--- config.mk ---
export PLATFORM = sky130hd
export DESIGN_NAME = rss_sequencer
export DESIGN_NICKNAME = d
export VERILOG_FILES = /design/src/hdl/rss_pkg.sv /design/src/hdl/rss_sequencer.sv
export SDC_FILE = /design/constraint.sdc
export NUM_CORES = 1
export LEC_CHECK = 0
export ABC_AREA = 0
export BUFFER_PORTS_ARGS = -buffer_cell sky130_fd_sc_hd__buf_4
export CORE_UTILIZATION = 45
export DETAILED_ROUTE_END_ITERATION = 8
export PLACE_DENSITY = 0.72
export SYNTH_ARGS = -nofsm -noshare
export SYNTH_HDL_FRONTEND = slang
export SYNTH_SLANG_ARGS = --single-unit
--- constraint.sdc ---
create_clock -name clock -period 3.21 [get_ports clock]
set_input_delay 0.642 -clock clock [delete_from_list [all_inputs] [get_ports clock]]
set_output_delay 0.642 -clock clock [all_outputs]
set_load 0.02 [all_outputs]
--- src/hdl/rss_pkg.sv ---
// Constants and carrier types for the reset source sequencer.
// Assumes a single 100 MHz clock and a plain register port.
package rss_pkg;
  localparam int unsigned CLK_MHZ = 100;
  // Register offsets
  localparam logic [3:0] ADDR_CAUSE = 4'h0;
  localparam logic [3:0] ADDR_CTRL = 4'h1;
  localparam logic [3:0] ADDR_INDIS = 4'h2;
  localparam logic [3:0] ADDR_STATUS = 4'h3;
  // Cause flag bit positions
  localparam int unsigned CF_POWERUP = 0;
  localparam int unsigned CF_EXTERNAL = 1;
  localparam int unsigned CF_DROOP = 2;
  localparam int unsigned CF_WATCHDOG = 3;
  localparam int unsigned CF_TESTPORT = 4;
  // Control register fields
  localparam int unsigned CTL_WDOG_EN = 0;
  localparam int unsigned CTL_DFET_ON = 1;
  localparam logic [7:0] CTRL_RESET = 8'h00;
  localparam logic [7:0] INDIS_RESET = 8'h00;
  localparam logic [7:0] CAUSE_RESET = 8'h00;
  // Release delay choices in microseconds, picked by startup_time_select
  localparam int unsigned DELAY_US0 = 4;
  localparam int unsigned DELAY_US1 = 16;
  localparam int unsigned DELAY_US2 = 64;
  localparam int unsigned DELAY_US3 = 256;
  localparam int unsigned DELAY_CYC0 = DELAY_US0 * CLK_MHZ;
  localparam int unsigned DELAY_CYC1 = DELAY_US1 * CLK_MHZ;
  localparam int unsigned DELAY_CYC2 = DELAY_US2 * CLK_MHZ;
  localparam int unsigned DELAY_CYC3 = DELAY_US3 * CLK_MHZ;
  localparam int unsigned CNT_W = 16;

  typedef enum logic [2:0] {
    MODE_ACTIVE = 3'b000,
    MODE_NOISE_RED = 3'b001,
    MODE_POWER_DOWN = 3'b010,
    MODE_POWER_SAVE = 3'b011,
    MODE_POWER_OFF = 3'b100
  } rss_mode_t;

  typedef enum logic [1:0] {
    ST_HOLD = 2'b00,
    ST_STRETCH = 2'b01,
    ST_RUN = 2'b10
  } rss_state_t;

  typedef struct packed {
    logic charger_seen;
    logic reset_pin_n;
    logic droop_low;
    logic wdog_expire;
    logic testport_rst;
  } rss_src_t;

  typedef struct packed {
    logic [3:0] addr;
    logic [7:0] wdata;
    logic wr;
    logic rd;
  } rss_bus_t;
endpackage

--- src/hdl/rss_sequencer.sv ---
// Reset source sequencer: combines reset sources, stretches the core reset,
// keeps cause flags and drives low-power side controls.
// Assumes all inputs synchronous to clock; analog sources are already digital.
//
// Overview of operation
// - Any reset returns I/O registers to defaults; core restarts from reset vector.
// - I/O ports forced to initial state at once when any source asserts.
// - After all sources clear, hold internal reset for selected delay period.
// - In power-off, charger detection issues a power-on reset pulse.
// - After power-on reset, stay in reset until delay expires, then run.
// - Reset pin low beyond minimum width resets even without clock.
// - Reset pin rising starts delay counter; release core after it elapses.
// - Enabled watchdog expiry gives internal reset of exactly one clock.
// - Delay starts on the watchdog pulse falling edge.
// - Droop detector enabled in every mode except power-off.
// - Enabled droop detector indication asserts reset immediately.
// - Droop indication clearing runs delay, then releases core.
// - Core held in reset while test-port reset bit is one.
// - Enabled watchdog stays active in every sleep mode but power-off.
// - Input buffers disabled when I/O and converter clocks both stop.
// - Wake-up input buffers stay enabled in deep sleep.
// - Input disable register bits switch off matching input buffers.
// - Debug fuse programmed keeps main clock running in sleep.
// - Discharge transistor off stops short-circuit detection.
// - One cause flag per source; power-on or zero write clears others.
// - In power-off only regulator and charger detection stay powered.
`timescale 1ns/10ps
module rss_sequencer
  import rss_pkg::*;
(
  input wire logic clock,
  input wire logic srst,
  input wire rss_src_t src,
  input wire rss_mode_t sleep_mode,
  input wire logic [1:0] startup_time_select,
  input wire logic debug_enable_fuse,
  input wire logic [7:0] wake_pin_mask,
  input wire rss_bus_t bus,
  output logic [7:0] rdata,
  output logic core_reset,
  output logic io_reset,
  output logic fetch_vector,
  output logic supply_droop_detector_en,
  output logic watchdog_run,
  output logic [7:0] input_buf_en,
  output logic main_clock_keep,
  output logic short_detect_en,
  output logic logic_power_en
);

  function automatic logic [CNT_W-1:0] delay_cycles(input logic [1:0] sel);
    unique case (sel)
      2'b00: delay_cycles = CNT_W'(DELAY_CYC0);
      2'b01: delay_cycles = CNT_W'(DELAY_CYC1);
      2'b10: delay_cycles = CNT_W'(DELAY_CYC2);
      2'b11: delay_cycles = CNT_W'(DELAY_CYC3);
    endcase
  endfunction

  logic power_off;
  logic deep_sleep;
  logic por_pulse;
  logic wdog_pulse;
  logic raw_reset;
  logic [7:0] cause_q;
  logic [7:0] ctrl_q;
  logic [7:0] indis_q;
  logic wdog_pulse_q;
  logic [CNT_W-1:0] cnt_q;
  rss_state_t state_q;

  assign power_off = (sleep_mode == MODE_POWER_OFF);
  // Power-down and power-off stop both I/O and converter clocks
  assign deep_sleep = (sleep_mode == MODE_POWER_DOWN) || power_off;

  // Charger only counts while powered off; elsewhere the pack is live
  assign por_pulse = power_off && src.charger_seen;
  assign supply_droop_detector_en = !power_off;
  assign watchdog_run = ctrl_q[CTL_WDOG_EN] && !power_off;
  assign logic_power_en = !power_off;
  assign main_clock_keep = debug_enable_fuse;
  assign short_detect_en = ctrl_q[CTL_DFET_ON];

  // Wake-up pins keep their buffers; disabled pins off at all times
  assign input_buf_en = ~indis_q & (deep_sleep ? wake_pin_mask : 8'hFF);

  // Single-cycle watchdog reset, only when enabled
  assign wdog_pulse = src.wdog_expire && watchdog_run;

  // Combinational so ports reset in the same cycle, no clock edge needed
  assign raw_reset = por_pulse || !src.reset_pin_n || (supply_droop_detector_en && src.droop_low)
                     || wdog_pulse || src.testport_rst;
  assign io_reset = raw_reset || (state_q != ST_RUN);
  assign core_reset = io_reset;
  assign fetch_vector = (state_q == ST_STRETCH) && (cnt_q == '0);

  always_ff @(posedge clock) begin
    if (srst) begin
      wdog_pulse_q <= 1'b0;
    end else begin
      wdog_pulse_q <= wdog_pulse;
    end
  end

  // Delay starts when sources drop; watchdog drop is its pulse falling edge
  always_ff @(posedge clock) begin
    if (srst) begin
      state_q <= ST_HOLD;
      cnt_q <= '0;
    end else if (raw_reset) begin
      state_q <= ST_HOLD;
      cnt_q <= '0;
    end else begin
      unique case (state_q)
        ST_HOLD: begin
          state_q <= ST_STRETCH;
          cnt_q <= delay_cycles(startup_time_select) - CNT_W'(1);
        end
        ST_STRETCH: begin
          if (cnt_q == '0) begin
            state_q <= ST_RUN;
          end else begin
            cnt_q <= cnt_q - CNT_W'(1);
          end
        end
        ST_RUN: state_q <= ST_RUN;
      endcase
    end
  end

  // Cause flags: set wins over a software zero in the same cycle
  always_ff @(posedge clock) begin
    if (srst) begin
      cause_q <= CAUSE_RESET;
    end else begin
      if (bus.wr && bus.addr == ADDR_CAUSE) begin
        cause_q <= bus.wdata & 8'h1F;
      end
      if (por_pulse) begin
        cause_q[CF_TESTPORT:CF_EXTERNAL] <= 4'h0;
        cause_q[CF_POWERUP] <= 1'b1;
      end else begin
        if (!src.reset_pin_n) cause_q[CF_EXTERNAL] <= 1'b1;
        if (supply_droop_detector_en && src.droop_low) cause_q[CF_DROOP] <= 1'b1;
        if (wdog_pulse) cause_q[CF_WATCHDOG] <= 1'b1;
        if (src.testport_rst) cause_q[CF_TESTPORT] <= 1'b1;
      end
    end
  end

  // Control and input-disable registers return to defaults on any internal reset; cause flags keep their value
  always_ff @(posedge clock) begin
    if (srst || io_reset) begin
      ctrl_q <= CTRL_RESET;
      indis_q <= INDIS_RESET;
    end else if (bus.wr) begin
      if (bus.addr == ADDR_CTRL) ctrl_q <= bus.wdata & 8'h03;
      if (bus.addr == ADDR_INDIS) indis_q <= bus.wdata;
    end
  end

  // Read data one cycle after the strobe; unmapped reads zero
  always_ff @(posedge clock) begin
    if (srst) begin
      rdata <= 8'h00;
    end else if (bus.rd) begin
      unique case (bus.addr)
        ADDR_CAUSE: rdata <= cause_q;
        ADDR_CTRL: rdata <= ctrl_q;
        ADDR_INDIS: rdata <= indis_q;
        ADDR_STATUS: rdata <= {5'h00, wdog_pulse_q, state_q};
        default: rdata <= 8'h00;
      endcase
    end else begin
      rdata <= 8'h00;
    end
  end

endmodule // rss_sequencer

==> run metrics, run 1 <==
syn_area_per_cell 8.36 um2; top post-synthesis cells by count 42 x dfxtp_1, 38 x nor2_1, 26 x nand2_1; Placed Instances 395; CP top delay family simple AND/OR/NAND/NOR gates; WL met2 2630 um; WL final 5990 um; Post-Syn Instances 283; yosys warns 0; predominant post-synthesis flop cell dfxtp_1; post-route cell area 2910 um2; drt initial violations 195; Tmin final 2.82 ns; Post-Route M1 WL 2960 um; share of the yosys chip area belonging to registers 35.6%; Final Hold Fails 0; Final GP Congestion 0.970; Power Density 388 nW/um2; most frequent cell after synthesis dfxtp_1; Final Slew Violations 0; Post-CTS Setup Inserts 0; antenna violations before repair 0; top routing layer used met4; fmax 0.355 GHz; # IOs 59; average vias per placed instance 5.50; gr usage total 23.2%; total congestion overflow 0; RSZ-0062 raised after global routing no; Hold Crit Depth 1; worst path bufs/invs 2; layout cells sized above 1 24.0%; P_leak 0.00127 uW; via count 2,216; CTS Hold Bufs 0; ranking of synthesized cells by area dfxtp_1 36%, mux2i_1 9.7%, nor2_1 6.0%; Final ANT Viol Nets 0; Worst Reg-to-Reg Cells 7; syn nets 322; Inserted Diodes 0; CP peak stage delay 0.59 ns; clock buffer depth 2; port buffer count 56; Tightest Hold Check Type reg -> reg; Post-synth EDFFs 0; worst setup path category reg -> out; Worst setup EP type output pin; R2R Path Start state_q[1]; die area 5550 um2; mapped cell area 2360 um2; Async S/R FF share, synth 0%; Core ar. 5070 um2; Area Overhead vs Synth 22.9%; Routed WL per cell 14.9 um; CP Data Required Time 2.57 ns; Slew headroom 58.8%; critical path data arrival time 2.17 ns; worst r2r dst cnt_q[6]; outcome completed; unique cell type count in the Yosys netlist 56; 1st-pass router iterations 5; Synth area leader dfxtp_1; Die Ht 74.5 um; Period Utilization, post-route 87.7%; FP Rows 26; Die X 74.5 um; detailed placement HPWL 4530 um; crit-path max FO 12; initial core utilization 46.6%; largest net degree at the start of global routing 20; first-pass GRT wire length 9880 um; TNS Setup 0 ns; CP cell instances inv_1 > ha_1 > nor4b_2 > nor3b_2 > buf_4; clock skew 0.0106 ns; Max IR drop VDD 0.186 mV; Hold Startpoint cnt_q[15]; nets 371; H-tree levels 2; final setup fails 0; Finished Layout Cells 403; CTS tree built; number of global-route vias before repair 2,066; slowest CP cell nor4b_2; Synth top area share 35.6%; total CTS buffers 5; Area after DPL 2800 um2; MaxCap Viol Count 0; register bit total from synthesis 42; startpoint types register; Least-Margin Pin Slew 0.616 ns; root buf cell clkbuf_8; Min-Delay Endpoint cnt_q[15]; # resized after CTS 0; met3 WL post-DR 330 um; r2r setup slk 0.76 ns; clk sinks 42; Clock Pin Slew Worst Setup and Hold Paths 0.08 ns; Clk Latency, worst-skew pair 0.29 ns; drt drc 0
-- per-stage QoR --
step	setup slack (ns)	utilization (%)	hold slack, ns	total power (uW)
after floorplan	0.531	-	0.428	660
after global placement	0.641	55.1	0.431	726
final	0.395	57.3	0.454	1130
after global routing	0.204	57.3	0.468	1170
after CTS	0.382	57.3	0.451	1130
after detailed placement	0.583	55.1	0.439	726
-- final cells by class --
class | instances | area (um2)
Clock buffer | 5 | 68.8
Sequential cell | 42 | 841
Fill cell | 487 | 2170
Inverter | 7 | 26.3
Multi-Input combinational cell | 218 | 1410
Tap cell | 70 | 87.6
Timing Repair Buffer | 58 | 435
Clock inverter | 3 | 40.0
-- how the worst max path moves through the flow --
stage,from,endpoint,slack [ns],depth (start not counted)
after floorplan,sleep_mode[0],io_reset,0.53,6
after global placement,sleep_mode[0],cnt_q[8],0.64,6
after detailed placement,sleep_mode[0],cnt_q[8],0.58,6
after CTS,state_q[1],fetch_vector,0.38,5
after global routing,state_q[0],fetch_vector,0.20,4
final,state_q[1],fetch_vector,0.39,5
-- cells in the final DEF (no fill, tap or decap), types with 3 or more instances in the layout --
cell      count
a32o_1        4
o21ai_0      12
buf_4        58
nand2_1      26
nor3_1       14
inv_1         7
or2_2         4
mux2i_1      23
nor2_1       38
o31a_1        3
a21oi_1      16
nand3_1       5
o31ai_1       4
nor2b_1       4
and2_1        7
clkbuf_8      5
ha_1          4
nand2b_1      3
dfxtp_1      42
a211oi_1      3
a31oi_1       4
-- flip-flops by register name, indices dropped and copies added (netlist names) --
| name | flops |
|---|---|
| wdog_pulse_q | 1 |
| indis_q | 8 |
| rdata | 8 |
| cnt_q | 16 |
| cause_q | 5 |
| ctrl_q | 2 |
| state_q | 2 |
-- routing by layer --
layer	up-vias	GRT usage, %
met3	8	3.93
met1	1008	33.3
met5	-	0
met4	0	7.34
li1	1121	-
met2	79	35.4
-- report_power, final --
part           leakage (uW)  switching [uW]  internal [uW]
Combinational      0.000873            99.2           80.7
Sequential         0.000340            8.66            529
Clock             0.0000579             181            229
-- kinds of logic (layout without fill, tap and decap cells) --
family	after synthesis	count (layout)	share of synthesized area (%)
flip-flops	42	42	35.6
buffers and inverters	23	73	4.92
AND/OR/NAND/NOR	124	124	27.4
multiplexers	25	25	10.8
XOR/XNOR	2	2	0.741
AO/OA/AOI/OAI	63	63	18.5
adder cells (fa/ha/maj)	4	4	2.12
No activity file was read; power rests on OpenSTA's default activity.
==> run 2, diff against run 1 <==
ABC_AREA = 1   (was 0)
CORE_ASPECT_RATIO = 1.5   (was default)
CTS_BUF_LIST = sky130_fd_sc_hd__clkbuf_8 sky130_fd_sc_hd__clkbuf_16   (was default)
==> run 2 against run 1 <==
  * Power grew 1.9%
  * Clock skew grew 0.0013 ns
  * Wire length grew 6.6%
  * Area after synthesis increased by 3.3%
  * Register-to-register slack gained 0.02 ns
  * Worst setup slack improved by 0.25 ns
  * Sequential share of layout area down 0.89 points
  * Final cell count rose by 23%
  * Global-route usage rose by 0.17 points
  * Critical endpoint unchanged
  * Largest cell class unchanged
  * Highest routed layer unchanged
==> run metrics, run 2 <==
outcome completed; CTS Hold Bufs 0 (unchanged); Synth area leader dfxtp_1; most common cell after layout, fill and taps aside nand2_1; Post-Syn Instances 372 (+31%); die area 5730 um2 (+3.4%); # resized after CTS 0 (unchanged); Routed WL per cell 12.9 um (-13%); total CTS buffers 5 (unchanged); Die X 62.2 um (-17%); layout cells sized above 1 21.8% (-2.2 points); Tmin final 2.56 ns (-0.251 ns); slowest CP cell ha_1; Final Hold Fails 0 (unchanged); TNS Setup 0 ns (unchanged); mapped cell area 2440 um2 (+3.3%); CP peak stage delay 0.67 ns (+0.08 ns); MaxCap Viol Count 0 (unchanged); fmax 0.390 GHz (+9.8%); clock buffer depth 2 (unchanged); clock skew 0.0119 ns (+0.00128 ns); crit-path max FO 22 (+10); H-tree levels 2 (unchanged); share of the yosys chip area belonging to registers 34.4% (-1.1 points); Adder-Cell Fraction of Synth Area 2.05% (-0.068 points); Worst Reg-to-Reg Cells 10 (+3); unique cell type count in the Yosys netlist 33 (-41%); largest net degree at the start of global routing 23 (+15%); Core ar. 5160 um2 (+1.8%); 1st-pass router iterations 4 (-1); average vias per placed instance 5.18 (-5.8%); Async S/R FF share, synth 0% (unchanged); Power Density 383 nW/um2 (-1.2%); Worst setup EP type output pin; critical path data arrival time 1.92 ns (-0.25 ns); total congestion overflow 0 (unchanged); worst setup path category reg -> out; Placed Instances 487 (+23%); post-synthesis compound-gate area fraction 11.7% (-6.8 points); simple-gate area share of the yosys netlist 39.4% (+12 points); Slew headroom 48.0% (-11 points); Inserted Diodes 0 (unchanged); antenna violations before repair 0 (unchanged); yosys warns 0 (unchanged); Largest Register cnt_q; port buffer count 56 (unchanged); via count 2,565 (+16%); Hold Crit Depth 2 (+1); Period Utilization, post-route 79.9% (-7.8 points); gr usage total 23.4% (+0.17 points); CP Data Required Time 2.57 ns (about the same); Least-Margin Pin Slew 0.779 ns (+0.164 ns); FP Rows 32 (+23%); P_leak 0.00145 uW (+14%); biggest regs cnt_q x16, indis_q x8, rdata x8; Post-Synth XOR/XNOR Area 1.08% (+0.33 points); CP cell instances inv_1 > ha_1 > nand3_1 > inv_1 > buf_4; most frequent CP cell inv_1; Post-synth EDFFs 0 (unchanged); first-pass GRT wire length 10,600 um (+7.1%); nets 465 (+25%); number of global-route vias before repair 2,537 (+23%); Max IR drop VDD 0.232 mV (+25%); most frequent cells in the layout 94 x nand2_1, 56 x buf_4, 55 x inv_1; Tightest Hold Check Type reg -> reg; most frequent cell after synthesis nand2_1; largest family of logic cells by synthesized area simple AND/OR/NAND/NOR gates; # IOs 59 (unchanged); register bit total from synthesis 42 (unchanged); Clk Latency, worst-skew pair 0.30 ns (about the same); clk sinks 42 (unchanged); Final GP Congestion 0.937 (-3.4%); drt initial violations 125 (-36%); Post-CTS Setup Inserts 0 (unchanged); initial core utilization 47.3% (+0.71 points); ranking of synthesized cells by area dfxtp_1 34%, nand2_1 14%, inv_1 8.3%; WL final 6390 um (+6.6%); max reg flops 16 (unchanged); final setup fails 0 (unchanged); Final ANT Viol Nets 0 (unchanged); Synth top area share 34.4% (-1.1 points); syn nets 411 (+28%); multiplexer share of the synthesized area 0% (-11 points); CTS tree built; Clock Pin Slew Worst Setup and Hold Paths 0.08 ns (about the same); root buf cell clkbuf_8; syn_area_per_cell 6.57 um2 (-21%); predominant post-synthesis flop cell dfxtp_1; startpoint types register; top post-synthesis cells by count 94 x nand2_1, 54 x inv_1, 42 x dfxtp_1; Die Ht 92.3 um (+24%); Area Overhead vs Synth 22.7%; drt drc 0 (unchanged); Finished Layout Cells 495 (+23%); Final Slew Violations 0 (unchanged); detailed placement HPWL 4960 um (+9.5%); RSZ-0062 raised after global routing no
[run 2: cell count changes in the layout (fill, tap and decap cells not counted), moves of 7 or more]
cell     change
nor3_1       -7
a21oi_1     +11
nand4_1      +8
and2_1       -7
nand2_1     +68
mux2i_1     -23
nand3_1     +28
inv_1       +48
[run 2: per-stage QoR]
stage	cell area, um2	total power (uW)	util, %	hold slack, ns	setup slack [ns]
detailed placement	2890	738	55.9	0.446	0.845
floorplan	2440	669	-	0.432	0.936
finish	3000	1150	58.1	0.459	0.645
global placement	2890	735	55.9	0.449	0.914
global route	3000	1200	58.1	0.481	0.514
CTS	3000	1160	58.1	0.461	0.667
[run 2: critical path: cells and delay by family, from the launching register on]
| family | cells | cell delay [ns] |
|---|---|---|
| AND/OR/NAND/NOR | 1 | 0.28 |
| buffers and inverters | 3 | 0.34 |
| adder cells (fa/ha/maj) | 1 | 0.67 |
| flip-flops | 1 | 0.34 |
[run 2: layer usage]
metal / routed length (um) / GRT usage (%)
met5: 0 / 0
met4: 264 / 14.3
met3: 289 / 4.10
met2: 3420 / 46.1
met1: 2410 / 21.8
[run 2: layout make-up]
type,instances,area [um2]
fillers,523,2170
multi-input cells,263,1330
flip-flops and latches,42,841
repair buffers,56,420
inverters,58,218
well taps,68,85.1
clock buffers,5,68.8
clock inverters,3,41.3
[run 2: where the power goes]
| part | internal [uW] | total, uW | switching [uW] |
|---|---|---|---|
| clock network | 229 | 422 | 193 |
| registers | 530 | 536 | 6.24 |
| logic | 74.4 | 191 | 116 |
| total | 834 | 1150 | 316 |
[run 2: logic make-up after synthesis]
kind of cell	count (synthesis)
adders and majority gates	4
xor gates and xnor gates	3
AOI/OAI and AO/OA	52
buffers and inverters	67
DFF	42
and+or+nand+nor	204
[run 2: path summary, 6_finish.rpt]
path / end / slack (ns) / startpoint
max reg2reg: cnt_q[6] / 0.78 / state_q[1]
min: rdata[5] / 0.46 / indis_q[5]
min reg2reg: rdata[5] / 0.46 / indis_q[5]
max: fetch_vector / 0.65 / state_q[1]
